`config.mk`:
```
export PLATFORM = sky130hd
export DESIGN_NAME = cpu_bus_cycle_addressing
export DESIGN_NICKNAME = d
export VERILOG_FILES = /design/src/cpu_bus_cycle_addressing.v /design/src/operand_addr_former.v
export VERILOG_INCLUDE_DIRS = /design/src /design/src/src
export SDC_FILE = /design/constraint.sdc
export NUM_CORES = 1
export LEC_CHECK = 0
export ABC_AREA = 1
export BUFFER_PORTS_ARGS = -buffer_cell sky130_fd_sc_hd__buf_2
export CORE_MARGIN = 10
export CORE_UTILIZATION = 40
export CTS_BUF_LIST = sky130_fd_sc_hd__clkbuf_8 sky130_fd_sc_hd__clkbuf_16
export DETAILED_ROUTE_END_ITERATION = 16
export MAX_ROUTING_LAYER = met4
export SYNTH_ARGS = -nofsm -noshare
export SYNTH_HDL_FRONTEND = slang
export SYNTH_SLANG_ARGS = --single-unit
```
`constraint.sdc`:
```
create_clock -name clk -period 4.4 [get_ports clk]
set_clock_uncertainty 0.2 [all_clocks]
set_input_delay 0.66 -clock clk [delete_from_list [all_inputs] [get_ports clk]]
set_output_delay 0.66 -clock clk [all_outputs]
set_load 0.01 [all_outputs]
```
`src/cpu_bus_regs.vh`:
```
// constants for the bus-cycle sequencer and the operand address former
`ifndef CPU_BUS_REGS_VH
`define CPU_BUS_REGS_VH

// ****************************************************************
// timing
// ****************************************************************
`define CLK_PERIOD_NS   10
`define BUS_PERIOD_NS   100
`define BUS_DIV         (`BUS_PERIOD_NS / `CLK_PERIOD_NS)
`define DIV_W           4

// ****************************************************************
// command and bus cycle kinds
// ****************************************************************
`define KIND_W          3
`define KIND_FREE       3'h0
`define KIND_PROG       3'h1
`define KIND_READ       3'h2
`define KIND_WRITE      3'h3
`define KIND_PUSH       3'h4
`define KIND_POP        3'h5
`define KIND_VECTOR     3'h6
`define KIND_BRANCH     3'h7

// ****************************************************************
// addressing modes
// ****************************************************************
`define MODE_W                       4
`define MODE_DIRECT                  4'h0
`define MODE_EXTENDED                4'h1
`define MODE_IMMEDIATE               4'h2
`define MODE_INDEX_NO_DISP           4'h3
`define MODE_INDEX_SHORT_DISP        4'h4
`define MODE_INDEX_LONG_DISP         4'h5
`define MODE_INDEX_POSTINC           4'h6
`define MODE_INDEX_DISP_POSTINC      4'h7
`define MODE_STACK_SHORT_DISP        4'h8
`define MODE_STACK_LONG_DISP         4'h9

// ****************************************************************
// fixed pages and reset values
// ****************************************************************
`define VECTOR_PAGE     8'hFF
`define DIRECT_PAGE     8'h00
`define PC_RESET        16'h0000
`define SP_RESET        16'h00FF
`define HX_RESET        16'h0000

`endif

```
`src/cpu_bus_cycle_addressing.v`:
```
// bus-cycle sequencer: one classified system-bus cycle per bus clock, operand fetch and address forming
`timescale 1ns/1ps
`include "cpu_bus_regs.vh"

// Notes on behaviour
// - A free cycle uses no bus data and lasts exactly one bus clock period.
// - A free cycle is shown on the bus as a read, never a write.
// - A program fetch reads the location the program counter points to, then advances the counter by one.
// - An operand read moves exactly one byte from the addressed location.
// - An operand write stores exactly one byte to the addressed location.
// - A push writes one byte at the stack location.
// - A pop reads one byte from the stack location.
// - Vector fetches read from the top page, high byte before low byte.
// - An operand field is zero, one or two bytes of the instruction stream, set by the mode.
// - The pc-relative form carries one offset byte applied to the program counter.
// - Short indexed mode adds an 8-bit offset to the index register.
// - Long indexed mode adds a 16-bit offset to the index register.
// - Post-increment indexed mode addresses the index register, then increments it.
// - Post-increment mode with byte offset addresses index plus offset, then increments the index.
// - Stack short mode addresses stack pointer plus an 8-bit offset.
// - Stack long mode addresses stack pointer plus a 16-bit offset.
module cpu_bus_cycle_addressing (
  input  wire        clk,
  input  wire        rst_n,
  input  wire        cmd_valid,
  output wire        cmd_ready,
  input  wire [2:0]  cmd_kind,
  input  wire [3:0]  cmd_mode,
  input  wire [7:0]  cmd_wdata,
  input  wire [7:0]  cmd_vector,
  input  wire        cmd_take,
  input  wire        pc_load,
  input  wire [15:0] pc_load_val,
  input  wire        sp_load,
  input  wire [15:0] sp_load_val,
  input  wire        hx_load,
  input  wire [15:0] hx_load_val,
  output reg         rsp_valid,
  output reg  [7:0]  rsp_data,
  output reg  [15:0] bus_addr,
  output reg  [7:0]  bus_wdata,
  output reg         bus_rd,
  output reg         bus_wr,
  input  wire [7:0]  bus_rdata,
  output reg  [2:0]  bus_cycle,
  output reg  [15:0] prog_counter,
  output reg  [15:0] stack_ptr,
  output reg  [15:0] index_reg
);

  // ****************************************************************
  // states, one-hot, each naming the cycle now on the bus
  // ****************************************************************
  localparam [6:0] S_FREE   = 7'h01;
  localparam [6:0] S_FETCH1 = 7'h02;
  localparam [6:0] S_FETCH2 = 7'h04;
  localparam [6:0] S_ACCESS = 7'h08;
  localparam [6:0] S_VECH   = 7'h10;
  localparam [6:0] S_VECL   = 7'h20;
  localparam [6:0] S_STACK  = 7'h40;

  localparam integer      DIV_LAST_I = `BUS_DIV - 1;
  localparam [`DIV_W-1:0] DIV_LAST   = DIV_LAST_I[`DIV_W-1:0];

  // operand bytes carried in the instruction stream per mode
  function [1:0] op_bytes;
    input [3:0] m;
    begin
      case (m)
        `MODE_DIRECT,
        `MODE_INDEX_SHORT_DISP,
        `MODE_INDEX_DISP_POSTINC,
        `MODE_STACK_SHORT_DISP:   op_bytes = 2'd1;
        `MODE_EXTENDED,
        `MODE_INDEX_LONG_DISP,
        `MODE_STACK_LONG_DISP:    op_bytes = 2'd2;
        default:                  op_bytes = 2'd0;
      endcase
    end
  endfunction

  // ****************************************************************
  // declarations
  // ****************************************************************
  reg  [`DIV_W-1:0] div_r;
  reg  [6:0]        state_r;
  reg  [6:0]        state_nxt;
  reg  [2:0]        kind_r;
  reg  [2:0]        kind_nxt;
  reg  [3:0]        mode_r;
  reg  [3:0]        mode_nxt;
  reg  [7:0]        wd_r;
  reg  [7:0]        wd_nxt;
  reg  [7:0]        vec_r;
  reg  [7:0]        vec_nxt;
  reg               take_r;
  reg               take_nxt;
  reg  [15:0]       disp_r;
  reg  [15:0]       disp_nxt;
  reg  [15:0]       pc_nxt;
  reg  [15:0]       sp_nxt;
  reg  [15:0]       hx_nxt;
  reg  [15:0]       addr_nxt;
  reg  [7:0]        wdata_nxt;
  reg               rd_nxt;
  reg               wr_nxt;
  reg  [2:0]        cyc_nxt;
  reg               rsp_nxt;
  reg  [7:0]        rdat_nxt;
  reg               acc_go;
  wire              bus_tick;
  wire              done;
  wire [3:0]        fmode;
  wire [15:0]       disp_in;
  wire [15:0]       ea;
  wire              post_inc;
  wire [15:0]       pc_fin;

  // ****************************************************************
  // bus clock enable
  // ****************************************************************
  // one pulse per bus period; every cycle decision is taken on it only
  assign bus_tick = (div_r == DIV_LAST);

  always @(posedge clk or negedge rst_n) begin
    if (!rst_n) begin
      div_r <= {`DIV_W{1'b0}};
    end else if (bus_tick) begin
      div_r <= {`DIV_W{1'b0}};
    end else begin
      div_r <= div_r + 1'b1;
    end
  end

  // ****************************************************************
  // command boundary and address former inputs
  // ****************************************************************
  // the cycle on the bus is the last one of its command
  assign done = bus_tick &
                ((state_r == S_FREE) | (state_r == S_ACCESS) | (state_r == S_VECL) |
                 (state_r == S_STACK) |
                 ((state_r == S_FETCH1) & ((kind_r == `KIND_PROG) | (kind_r == `KIND_BRANCH))));

  assign cmd_ready = done;

  // a command with no operand bytes goes straight to its access, so the
  // former must see the incoming mode in that tick
  assign fmode   = done ? cmd_mode : mode_r;
  assign disp_in = (state_r == S_FETCH2) ? {disp_r[15:8], bus_rdata} :
                   (state_r == S_FETCH1) ? {8'h00, bus_rdata} : 16'h0000;

  // pc once the finishing cycle lands; a command launched in that tick starts from it
  assign pc_fin = (state_r == S_VECL) ? {disp_r[15:8], bus_rdata} :
                  ((state_r == S_FETCH1) & (kind_r == `KIND_BRANCH) & take_r) ?
                  prog_counter + {{8{bus_rdata[7]}}, bus_rdata} : prog_counter;

  operand_addr_former u_former (
    .mode      (fmode),
    .index_val (index_reg),
    .stack_val (stack_ptr),
    .pc_val    (pc_fin),
    .disp      (disp_in),
    .ea        (ea),
    .post_inc  (post_inc)
  );

  // ****************************************************************
  // cycle sequencing
  // ****************************************************************
  // bus_rdata is sampled at the tick that ends the cycle, then the next
  // cycle is launched in the same tick so no bus period is lost
  always @* begin
    state_nxt = state_r;
    kind_nxt  = kind_r;
    mode_nxt  = mode_r;
    wd_nxt    = wd_r;
    vec_nxt   = vec_r;
    take_nxt  = take_r;
    disp_nxt  = disp_r;
    pc_nxt    = prog_counter;
    sp_nxt    = stack_ptr;
    hx_nxt    = index_reg;
    addr_nxt  = bus_addr;
    wdata_nxt = bus_wdata;
    rd_nxt    = bus_rd;
    wr_nxt    = bus_wr;
    cyc_nxt   = bus_cycle;
    rsp_nxt   = 1'b0;
    rdat_nxt  = rsp_data;
    acc_go    = 1'b0;
    if (bus_tick) begin
      // finish the cycle now on the bus
      case (state_r)
        S_FETCH1: begin
          if (kind_r == `KIND_PROG) begin
            rsp_nxt  = 1'b1;
            rdat_nxt = bus_rdata;
          end else if (kind_r == `KIND_BRANCH) begin
            // pc already points past the offset byte
            if (take_r) begin
              pc_nxt = pc_fin;
            end
          end else if (op_bytes(mode_r) == 2'd2) begin
            disp_nxt  = {bus_rdata, 8'h00};
            state_nxt = S_FETCH2;
            addr_nxt  = prog_counter;
            pc_nxt    = prog_counter + 16'h0001;
            rd_nxt    = 1'b1;
            wr_nxt    = 1'b0;
            cyc_nxt   = `KIND_PROG;
          end else begin
            acc_go = 1'b1;
          end
        end
        S_FETCH2: begin
          acc_go = 1'b1;
        end
        S_ACCESS: begin
          if (kind_r == `KIND_READ) begin
            rsp_nxt  = 1'b1;
            rdat_nxt = bus_rdata;
          end
        end
        S_VECH: begin
          disp_nxt  = {bus_rdata, 8'h00};
          state_nxt = S_VECL;
          addr_nxt  = {`VECTOR_PAGE, vec_r + 8'h01};
          rd_nxt    = 1'b1;
          wr_nxt    = 1'b0;
          cyc_nxt   = `KIND_VECTOR;
        end
        S_VECL: begin
          pc_nxt   = pc_fin;
          rsp_nxt  = 1'b1;
          rdat_nxt = bus_rdata;
        end
        S_STACK: begin
          if (kind_r == `KIND_POP) begin
            rsp_nxt  = 1'b1;
            rdat_nxt = bus_rdata;
          end
        end
        S_FREE: begin
          rsp_nxt = 1'b0;
        end
        default: begin
          state_nxt = S_FREE;
        end
      endcase

      // launch the next command, or a free cycle when none waits
      if (done) begin
        if (cmd_valid) begin
          kind_nxt = cmd_kind;
          mode_nxt = cmd_mode;
          wd_nxt   = cmd_wdata;
          vec_nxt  = cmd_vector;
          take_nxt = cmd_take;
          case (cmd_kind)
            `KIND_PROG,
            `KIND_BRANCH: begin
              state_nxt = S_FETCH1;
              addr_nxt  = pc_fin;
              pc_nxt    = pc_fin + 16'h0001;
              rd_nxt    = 1'b1;
              wr_nxt    = 1'b0;
              cyc_nxt   = `KIND_PROG;
            end
            `KIND_READ,
            `KIND_WRITE: begin
              if (op_bytes(cmd_mode) != 2'd0) begin
                state_nxt = S_FETCH1;
                addr_nxt  = pc_fin;
                pc_nxt    = pc_fin + 16'h0001;
                rd_nxt    = 1'b1;
                wr_nxt    = 1'b0;
                cyc_nxt   = `KIND_PROG;
              end else begin
                acc_go = 1'b1;
              end
            end
            `KIND_PUSH: begin
              state_nxt = S_STACK;
              addr_nxt  = stack_ptr;
              wdata_nxt = cmd_wdata;
              sp_nxt    = stack_ptr - 16'h0001;
              rd_nxt    = 1'b0;
              wr_nxt    = 1'b1;
              cyc_nxt   = `KIND_PUSH;
            end
            `KIND_POP: begin
              state_nxt = S_STACK;
              addr_nxt  = stack_ptr + 16'h0001;
              sp_nxt    = stack_ptr + 16'h0001;
              rd_nxt    = 1'b1;
              wr_nxt    = 1'b0;
              cyc_nxt   = `KIND_POP;
            end
            `KIND_VECTOR: begin
              state_nxt = S_VECH;
              addr_nxt  = {`VECTOR_PAGE, cmd_vector};
              rd_nxt    = 1'b1;
              wr_nxt    = 1'b0;
              cyc_nxt   = `KIND_VECTOR;
            end
            default: begin
              state_nxt = S_FREE;
              addr_nxt  = prog_counter;
              rd_nxt    = 1'b1;
              wr_nxt    = 1'b0;
              cyc_nxt   = `KIND_FREE;
            end
          endcase
        end else begin
          // an idle bus period is a free read, nothing is captured from it
          state_nxt = S_FREE;
          addr_nxt  = prog_counter;
          rd_nxt    = 1'b1;
          wr_nxt    = 1'b0;
          cyc_nxt   = `KIND_FREE;
        end
      end

      // the single operand access after its displacement is known
      if (acc_go) begin
        state_nxt = S_ACCESS;
        addr_nxt  = ea;
        wdata_nxt = wd_nxt;
        rd_nxt    = (kind_nxt != `KIND_WRITE);
        wr_nxt    = (kind_nxt == `KIND_WRITE);
        cyc_nxt   = (kind_nxt == `KIND_WRITE) ? `KIND_WRITE : `KIND_READ;
        if (post_inc) begin
          hx_nxt = index_reg + 16'h0001;
        end
        if (fmode == `MODE_IMMEDIATE) begin
          pc_nxt = pc_fin + 16'h0001;
        end
      end
    end

    // loads from the instruction unit take priority over sequencer updates
    if (pc_load) begin
      pc_nxt = pc_load_val;
    end
    if (sp_load) begin
      sp_nxt = sp_load_val;
    end
    if (hx_load) begin
      hx_nxt = hx_load_val;
    end
  end

  // ****************************************************************
  // state and bus registers
  // ****************************************************************
  // bus outputs change only on a tick, so each cycle holds one full period
  always @(posedge clk or negedge rst_n) begin
    if (!rst_n) begin
      state_r      <= S_FREE;
      kind_r       <= `KIND_FREE;
      mode_r       <= `MODE_DIRECT;
      wd_r         <= 8'h00;
      vec_r        <= 8'h00;
      take_r       <= 1'b0;
      disp_r       <= 16'h0000;
      prog_counter <= `PC_RESET;
      stack_ptr    <= `SP_RESET;
      index_reg    <= `HX_RESET;
      bus_addr     <= `PC_RESET;
      bus_wdata    <= 8'h00;
      bus_rd       <= 1'b1;
      bus_wr       <= 1'b0;
      bus_cycle    <= `KIND_FREE;
      rsp_valid    <= 1'b0;
      rsp_data     <= 8'h00;
    end else begin
      state_r      <= state_nxt;
      kind_r       <= kind_nxt;
      mode_r       <= mode_nxt;
      wd_r         <= wd_nxt;
      vec_r        <= vec_nxt;
      take_r       <= take_nxt;
      disp_r       <= disp_nxt;
      prog_counter <= pc_nxt;
      stack_ptr    <= sp_nxt;
      index_reg    <= hx_nxt;
      bus_addr     <= addr_nxt;
      bus_wdata    <= wdata_nxt;
      bus_rd       <= rd_nxt;
      bus_wr       <= wr_nxt;
      bus_cycle    <= cyc_nxt;
      rsp_valid    <= rsp_nxt;
      rsp_data     <= rdat_nxt;
    end
  end

endmodule

```
`src/operand_addr_former.v`:
```
// effective operand address from addressing mode, index, stack pointer and displacement
`timescale 1ns/1ps
`include "cpu_bus_regs.vh"

module operand_addr_former (
  input  wire [3:0]  mode,
  input  wire [15:0] index_val,
  input  wire [15:0] stack_val,
  input  wire [15:0] pc_val,
  input  wire [15:0] disp,
  output reg  [15:0] ea,
  output reg         post_inc
);

  // ****************************************************************
  // address sum per mode
  // ****************************************************************
  // short displacements are unsigned, so only the low byte is added
  always @* begin
    ea       = index_val;
    post_inc = 1'b0;
    case (mode)
      `MODE_DIRECT:             ea = {`DIRECT_PAGE, disp[7:0]};
      `MODE_EXTENDED:           ea = disp;
      `MODE_IMMEDIATE:          ea = pc_val;
      `MODE_INDEX_NO_DISP:      ea = index_val;
      `MODE_INDEX_SHORT_DISP:   ea = index_val + {8'h00, disp[7:0]};
      `MODE_INDEX_LONG_DISP:    ea = index_val + disp;
      `MODE_INDEX_POSTINC: begin
        ea       = index_val;
        post_inc = 1'b1;
      end
      `MODE_INDEX_DISP_POSTINC: begin
        ea       = index_val + {8'h00, disp[7:0]};
        post_inc = 1'b1;
      end
      `MODE_STACK_SHORT_DISP:   ea = stack_val + {8'h00, disp[7:0]};
      `MODE_STACK_LONG_DISP:    ea = stack_val + disp;
      default:                  ea = index_val;
    endcase
  end

endmodule

```
Yosys cells after proc, flatten, opt, wreduce, memory -nomap -nowiden
Index checks and enable logic that the tools add are counted.
{"block": "op_classes", "addsub": 12, "n_eq_ne": 48, "mux": 117, "n_bitwise": 9, "reduce_logical": 33}
{"op": "$mux 16", "n": 32}
{"op": "$pmux 16 s2", "n": 5}
{"op": "$pmux 16 s7", "n": 1}
{"op": "$mux 8", "n": 10}
{"op": "$pmux 16 s5", "n": 1}
{"op": "$add 16x1->16 const B", "n": 4}
{"op": "$mux 7", "n": 7}
{"op": "$add 16x16->16", "n": 3}
{"op": "$eq 4x3->1 const B", "n": 10}
{"op": "$add 16x8->16", "n": 2}
{"op": "$pmux 8 s4", "n": 1}
{"op": "$mux 3", "n": 10}
{"op": "$eq 4x4->1 const B", "n": 7}
{"op": "$mux 1", "n": 28}
{"op": "$pmux 7 s4", "n": 1}
{"op": "$reduce_bool 2->1", "n": 12}
{"op": "$pmux 7 s3", "n": 1}
{"op": "$eq 3x3->1 const B", "n": 6}
{"op": "$mux 2", "n": 8}
{"op": "$sub 16x1->16 const B", "n": 1}
{"op": "$pmux 3 s5", "n": 1}
{"op": "$eq 3x2->1 const B", "n": 4}
{"op": "$eq 4x1->1 const B", "n": 3}
{"op": "$logic_not 4->1", "n": 3}
{"op": "31 further kinds", "n": 58}
{"block": "totals", "register_bits": 137, "in_bits": 86}

Longest topological paths before layout
Gate-level depths: netlist of the first run.
{"block": "logic_depth", "depth_word": 20, "mapped_depth": 31}

Hierarchy
A second synthesis of the first run with hierarchy kept.
{"block": "unflattened", "hier_cells": 2259, "area_unflattened_um2": 13615.6}
{"module": "cpu_bus_cycle_addressing", "instances": 1, "cells_per_inst": 1742, "area_per_inst_um2": 11041.8, "seq_area_each_um2": 3240.6}
{"module": "operand_addr_former", "instances": 1, "cells_per_inst": 517, "area_per_inst_um2": 2573.7, "seq_area_each_um2": 0.0}

Worst setup path after synthesis of the first run
No wires, ideal clock.
{"block": "synth_timing", "path_type": "reg-to-reg", "from": "register state_r[5]", "to": "register bus_addr[12]", "setup_time_ps": 119, "t_arrival_ps": 3482, "required_ps": 4081, "path_slack_ps": 599, "stages_incl_launch_ff": 19, "synth_period_minus_slack_ps": 3801, "cell_sequence": "dfrtp_1 > nor2_2 > nand2_4 > nor4_1 > nor2_1 > clkbuf_1 > nor2_1 > ha_1 > inv_1 > fa_1 > o31ai_1 > a21oi_1 > o21a_1 > o21ai_0 > a21oi_1 > o21ai_0 > nand4_1 > a21oi_1 > nand2_1"}
{"block": "synth_via", "elab_chain_len": 11}
{"element": "start, declared", "line_no": "cpu_bus_cycle_addressing.v:86", "source": "reg [6:0] state_r;"}
{"element": "start signal, assigned", "line_no": "cpu_bus_cycle_addressing.v:377", "source": "state_r <= state_nxt;"}
{"element": "$eq 7x1->1 or $eq 7x4->1 (tied branches)", "line_no": "cpu_bus_cycle_addressing.v:140", "source": "((state_r == S_FREE) | (state_r == S_ACCESS) | (state_r == S_VECL) |"}
{"element": "$or 1x1->1 (4 in series)", "line_no": "cpu_bus_cycle_addressing.v:140"}
{"element": "$and 1x1->1", "line_no": "cpu_bus_cycle_addressing.v:139", "source": "assign done = bus_tick &"}
{"element": "$mux 4", "line_no": "cpu_bus_cycle_addressing.v:148", "source": "assign fmode = done ? cmd_mode : mode_r;"}
{"element": "$eq 4x3->1", "line_no": "operand_addr_former.v:22", "source": "case (mode)"}
{"element": "$reduce_or 2->1 (no source line)"}
{"element": "$pmux 16 s7", "line_no": "operand_addr_former.v:22"}
{"element": "$mux 16 *", "line_no": "cpu_bus_cycle_addressing.v:325", "source": "if (acc_go) begin"}
{"element": "end signal, assigned", "line_no": "cpu_bus_cycle_addressing.v:369", "source": "bus_addr <= `PC_RESET;"}
{"element": "end signal, assigned", "line_no": "cpu_bus_cycle_addressing.v:387", "source": "bus_addr <= addr_nxt;"}
{"element": "end, declared", "line_no": "cpu_bus_cycle_addressing.v:40", "source": "output reg [15:0] bus_addr,"}
Every way passes the cells marked *; elsewhere a longest branch is shown, timed or not. The select of a mux whose other input is x is not followed.
A chain may end at the register's enable or synchronous reset.

Worst setup path after layout of the first run
{"block": "layout_timing", "from": "register state_r[0]", "to": "register bus_addr[13]"}
The elaborated chain is that of the path after synthesis.

==> results of run 1 <==
-- logic make-up (layout without fill, tap and decap cells) --
kind of cell    count (synthesis)  count (layout)  synth area share
other cells                     0               2                 0
simple gates                  950             950             0.323
compound gates                517             517             0.234
xor+xnor                       46              46            0.0317
buf+inv                       324             525             0.102
flops                         129             129             0.255
fa+ha+maj                      54              54            0.0550
-- path summary, 6_finish.rpt --
| check | start | endpoint | slack, ns | cells after the start |
|---|---|---|---|---|
| max | state_r[0] | bus_addr[13] | 0.24 | 25 |
| min | rst_n | div_r[1] | 0.07 | 1 |
| max reg2reg | state_r[0] | bus_addr[13] | 0.24 | 25 |
| min reg2reg | rsp_data[1] | rsp_data[1] | 0.28 | 2 |
| max in group asynchronous | rst_n | stack_ptr[7] | 3.03 | 2 |
| min in group clk | cmd_take | take_r | 0.21 | 3 |
-- layout make-up --
cell class	count	area share
Multi-Input combinational cell	1567	0.551
Sequential cell	129	0.217
Timing Repair Buffer	240	0.0924
Inverter	253	0.0638
Tap cell	402	0.0337
Clock buffer	20	0.0313
Clock inverter	12	0.0106
Antenna cell	2	0.000336
-- metal layers --
| metal | track usage | share of wire | vias up |
|---|---|---|---|
| met5 | - | 0 | - |
| met4 | 0.122 | 0.036 | 0 |
| met3 | 0.0606 | 0.080 | 116 |
| met2 | 0.465 | 0.45 | 672 |
| met1 | 0.378 | 0.43 | 7134 |
| li1 | - | - | 7196 |
-- Yosys cell counts, drive strengths merged (10+ instances only) --
cell    instances  area (um2)
nor2          216         901
dfrtp         119        2980
nor3           43         220
a31oi          14        87.6
xnor2          10        87.6
o211ai         35         263
dfstp          10         263
nand2         503        1950
a21oi         168         845
ha             51         638
nand3         152         796
inv           248         931
o21ai         206        1040
o221ai         12         105
buf            28         179
xor2           36         315
clkbuf         43         161
o22ai          19         119
nand4          23         144
-- critical path, stage by stage (launching register included) --
cell and delay [ns]:
dfstp_2 0.54, nor2_1 0.08, nand2_2 0.14, nor2_4 0.07, nor2_4 0.13, nand3_4 0.16, nand2_4 0.15, nand2_1 0.08
nand2_2 0.07, nand2_1 0.14, nor2_2 0.17, inv_1 0.13, nor3_1 0.18, ha_1 0.31, a21o_1 0.21, a31oi_1 0.22
nand3_1 0.18, a21o_1 0.22, xor2_2 0.17, o21ai_1 0.08, nor2_1 0.10, o21ai_1 0.08, nand2_1 0.07, nand2_1 0.05
nand2_1 0.06, nand2_1 0.05
-- stage by stage --
stage / cells / hold slack, ns / setup WS [ns]
after floorplan: 2020 / 0.164 / 0.599
after global placement: 2591 / 0.262 / 0.367
after detailed placement: 2591 / 0.264 / 0.294
after CTS: 2623 / 0.0984 / 0.276
after global routing: 2625 / 0.147 / -0.0139
final: 2625 / 0.0652 / 0.245
-- power by group --
group,internal [uW],switching (uW),total (uW)
Sequential,1400,296,1700
Clock,938,633,1570
Combinational,889,1850,2740
-- what timing repair did --
item,in CTS,in global routing
endpoints found under the setup margin,0,3
resized for setup,0,5
buffers inserted,0,0
==> results_dict.tcl, run 1 <==
set metrics [dict create \
    drc 0 \
    path_clk_slew_ns 0.07 \
    avgSynthCellArea_um2 6.29 \
    numCtsBuffers 17 \
    clock_path_buffers 2 \
    track_usage 0.301 \
    overflow 0 \
    gp_congestion 1.05 \
    layout_commonest_cell "nand2_1" \
    yosysWarningCount 0 \
    ys_ff_latch 129 \
    tightestPinTransition_ns 0.972 \
    start_kind "flip-flop" \
    final_util 0.474 \
    synth_edf_count 0 \
    critPathCaptureType "flip-flop" \
    ir_worst_vdd_mv 0.275 \
    layout_common_cells "nand2_1 (488), inv_1 (244), nor2_1 (200)" \
    synthFlopType "dfrtp_1" \
    grt_pass1_wl_um 87900 \
    htree_levels 4 \
    ant_nets 0 \
    cp.required_ns 4.55 \
    portBuffers 172 \
    rows 65 \
    initial_core_util 0.404 \
    dr_total_vias 15118 \
    slew_headroom 0.349 \
    ios 173 \
    cts_tree "yes" \
    synth_cells 2020 \
    layout.nets 2348 \
    fin_crit_sh 0.944 \
    avgRoutedWirePerCell_um 22.1 \
    maxSlewViolCount 0 \
    placed_cell_area_mm2 0.0143 \
    syn_area_mm2 0.0127 \
    ctsHoldBuffers 0 \
    yosysUniqueCellTypes 57 \
    fp.dieW_um 198 \
    layout-drive-gt1-share 0.150 \
    seq_area_mm2 0.00324 \
    multi_input_area_mm2 0.00821 \
    yosysSeqAreaShare 0.255 \
    report.final.hold_viol_count 0 \
    dr.pass1.iters 6 \
    syn_nets 2160 \
    tns_ns 0 \
    dieArea_mm2 0.0393 \
    clockRootBuffer "clkbuf_16" \
    wirelength_um 58100 \
    fmax_mhz 241 \
    outcome "finished clean" \
    finalPower_uw 6010 \
    final_cell_area_mm2 0.0149 \
    crit_type "flip-flop to flip-flop" \
    power_leakage_uw 0.00749 \
    setup_violations 0 \
    syn2layout_area_growth_pct 17.4 \
    power.density_mw_per_mm2 403 \
    cp_max_fo 9 \
    num-fill-cells 3383 \
    max_cap_viol_count 0 \
    clkLatencyLatePin_ns 0.46 \
    antenna_found_initial 2 \
    grt_pass1_vias 14513 \
    postSynth.asyncResetShare 1.00 \
    hold_class "input port to async pin" \
    grt_max_degree 84 \
    finalCriticalPeriod_ns 4.16 \
    cts.sinks 129 \
    worstPathArrival_ns 4.30 \
    core_mm2 0.0315 \
    routed_via_density 5.76 \
    drt-initial-drc-count 1585 \
    hpwl_um 46200 \
    die_h_um 198 \
]
Power figures use the tool's default switching activity.
==> inputs of run 2 (changes only) <==
Settings changed: ABC_AREA 1 to not set, SYNTH_HIERARCHICAL set to 1, TNS_END_PERCENT set to 10.
==> run 2 against run 1 <==
Count of clock-buffer cells in the layout is 1 lower. Final cell count is 9.9% lower. Die area up 1.0%. Worst setup slack lost 0.23 ns. Sequential power shrank 4%. Sequential share of layout area down 1.5 points. Critical endpoint unchanged. Register-to-register slack worse by 0.23 ns. Worst hold slack better by 0.016 ns. Maximum frequency shrank 5.2%.
==> results_dict.tcl, run 2 <==
set metrics [dict create \
    dr_total_vias 14604 \
    synth_edf_count 0 \
    grt_pass1_wl_um 85300 \
    grt_pass1_vias 14075 \
    dieArea_mm2 0.0397 \
    start_kind "flip-flop" \
    slew_headroom 0.353 \
    final_cell_area_mm2 0.0160 \
    ios 173 \
    ant_nets 0 \
    gp_congestion 1.03 \
    htree_levels 4 \
    maxSlewViolCount 0 \
    worstPathArrival_ns 4.53 \
    cp.required_ns 4.54 \
    synthFlopType "dfrtp_1" \
    seq_area_mm2 0.00324 \
    clockRootBuffer "clkbuf_16" \
    multi_input_area_mm2 0.00928 \
    avgRoutedWirePerCell_um 23.9 \
    numCtsBuffers 17 \
    drc 0 \
    outcome "finished clean" \
    reg2reg_from "state_r[0]" \
    max_cap_viol_count 0 \
    finalCriticalPeriod_ns 4.38 \
    layout_common_cells "nand2_1 (260), buf_2 (171), buf_4 (171)" \
    hpwl_um 43600 \
    reg2reg_depth 22 \
    path_clk_slew_ns 0.07 \
    hold_class "input port to async pin" \
    synth_cells 1692 \
    ir_worst_vdd_mv 0.318 \
    core_mm2 0.0316 \
    fmax_mhz 228 \
    fp.dieW_um 199 \
    overflow 0 \
    die_h_um 199 \
    ys_ff_latch 129 \
    cts_tree "yes" \
    layout.nets 2088 \
    yosysUniqueCellTypes 106 \
    synthTopCellsByArea "dfrtp_1 (23%), nand2_1 (7.8%), o21ai_0 (6.1%)" \
    drt-initial-drc-count 1480 \
    track_usage 0.288 \
    wirelength_um 56500 \
    tightestPinTransition_ns 0.967 \
    postSynth.asyncResetShare 1.00 \
    r2r_end "bus_addr[13]" \
    synth_top_area_cell "dfrtp_1" \
    ctsHoldBuffers 0 \
    layout-drive-gt1-share 0.263 \
    cts.sinks 129 \
    clkLatencyLatePin_ns 0.45 \
    power.density_mw_per_mm2 387 \
    rows 65 \
    syn2layout_area_growth_pct 24.4 \
    yosysMostFrequentCell "nand2_1" \
    cp_max_fo 6 \
    portBuffers 172 \
    clock_path_buffers 2 \
    dr.pass1.iters 6 \
    synthTopCellsByCount "nand2_1 (267), o21ai_0 (156), a21oi_1 (135)" \
    report.final.hold_viol_count 0 \
    regToRegSetupSlack_ns 0.02 \
    num-fill-cells 3136 \
    grt_max_degree 86 \
    crit_type "flip-flop to flip-flop" \
    routed_via_density 6.18 \
    avgSynthCellArea_um2 7.59 \
    yosysSeqAreaShare 0.252 \
    placed_cell_area_mm2 0.0152 \
    fin_crit_sh 0.996 \
    layout_commonest_cell "nand2_1" \
    finalPower_uw 6190 \
    antenna_found_initial 0 \
    power_leakage_uw 0.00706 \
    syn_nets 1832 \
    yosysTopAreaCellShare 0.232 \
    syn_area_mm2 0.0128 \
    yosysWarningCount 6 \
    rsz0062_at_grt "true" \
    initial_core_util 0.406 \
    setup_violations 0 \
    critPathCaptureType "flip-flop" \
]
## run 2: cell types whose count changed after synthesis, moves of 13 or more
cell / before / now
and3_1: 0 / 27
o21ai_0: 178 / 156
a21oi_1: 167 / 135
nor2_1: 201 / 104
a21o_1: 7 / 20
nand3_1: 148 / 65
nand2b_1: 0 / 13
inv_1: 243 / 31
nand2_1: 488 / 267
mux2_2: 0 / 25
clkbuf_1: 43 / 73
xnor2_1: 10 / 45
and2_1: 0 / 51
mux2i_1: 0 / 27
## run 2: worst max-delay path by stage
stage                     startpoint      endpoint  slack, ns  cells after the start
after floorplan           state_r[0]  bus_addr[15]      -0.03                     24
after global placement    state_r[0]  bus_addr[13]      -0.05                     20
after detailed placement  state_r[0]  bus_addr[13]      -0.07                     20
after CTS                 state_r[0]  bus_addr[15]     -0.001                     22
after global routing      state_r[0]  bus_addr[11]      -0.14                     22
final                     state_r[0]  bus_addr[13]       0.02                     22
## run 2: worst max-delay path, stage by stage, from the launching register on
cell and delay (ns):
dfstp_2 0.54, inv_2 0.04, or4_4 0.43, a21oi_4 0.17, o21ai_4 0.08, inv_2 0.11, buf_6 0.13, nand2_4 0.05
nand2_4 0.07, inv_4 0.04, nor4_4 0.32, buf_4 0.21, and2_4 0.16, ha_4 0.21, a21o_1 0.19, o21bai_4 0.17
a221o_1 0.36, mux2i_1 0.15, o32ai_2 0.23, o21ai_1 0.10, nand2_1 0.08, o311ai_2 0.10, o21a_1 0.13
## run 2: area by class of cell
class                      instances  area share
timing repair buffer             348       0.139
sequential                       129       0.203
multi-input combinational       1418       0.581
tap                              402      0.0315
antenna                            1    0.000157
inverter                          34     0.00814
clock inverter                    13     0.00869
clock buffer                      19      0.0283
## run 2: kinds of logic (layout without fill, tap and decap cells)
| group | after synthesis | in the layout | synth area share |
|---|---|---|---|
| flip-flops | 129 | 129 | 0.252 |
| AND/OR/NAND/NOR | 676 | 676 | 0.260 |
| other | 0 | 1 | 0 |
| multiplexers | 52 | 52 | 0.0430 |
| buffers and inverters | 145 | 414 | 0.0544 |
| adder cells (fa/ha/maj) | 54 | 54 | 0.0544 |
| XOR/XNOR | 86 | 86 | 0.0587 |
| AO/OA/AOI/OAI | 550 | 550 | 0.277 |
## run 2: per-layer routing
metal  routed length [um]  up-vias  share of wire  GRT usage
li1                     -     6729              -          -
met1                24600     7036           0.43      0.371
met2                25800      707           0.46      0.444
met3                 3840      132          0.068     0.0402
met4                 2300        0          0.041      0.122
met5                    0        -              0          -
## run 2: per-stage QoR
step	cells	utilization	hold WS [ns]	TNS, ns	worst slack, ns
finish	2364	0.505	0.0811	0	0.0161
global route	2363	0.505	0.149	-0.551	-0.144
CTS	2362	0.500	0.119	-0.00132	-0.00132
detailed placement	2328	0.479	0.261	-0.129	-0.0702
global placement	2328	0.479	0.253	-0.0861	-0.0533
floorplan	1692	-	0.164	-0.0682	-0.0292
## run 2: power breakdown
part           switching [uW]  internal [uW]  total [uW]
clock                     624            864        1490
sequential                263           1380        1640
combinational            1820           1240        3060
## run 2: timing repair
item	CTS	global route
setup buffers	2	1
pin swaps	1	14
gates resized for setup	6	37
hold endpoints to repair	0	0
setup endpoints to repair	3	11
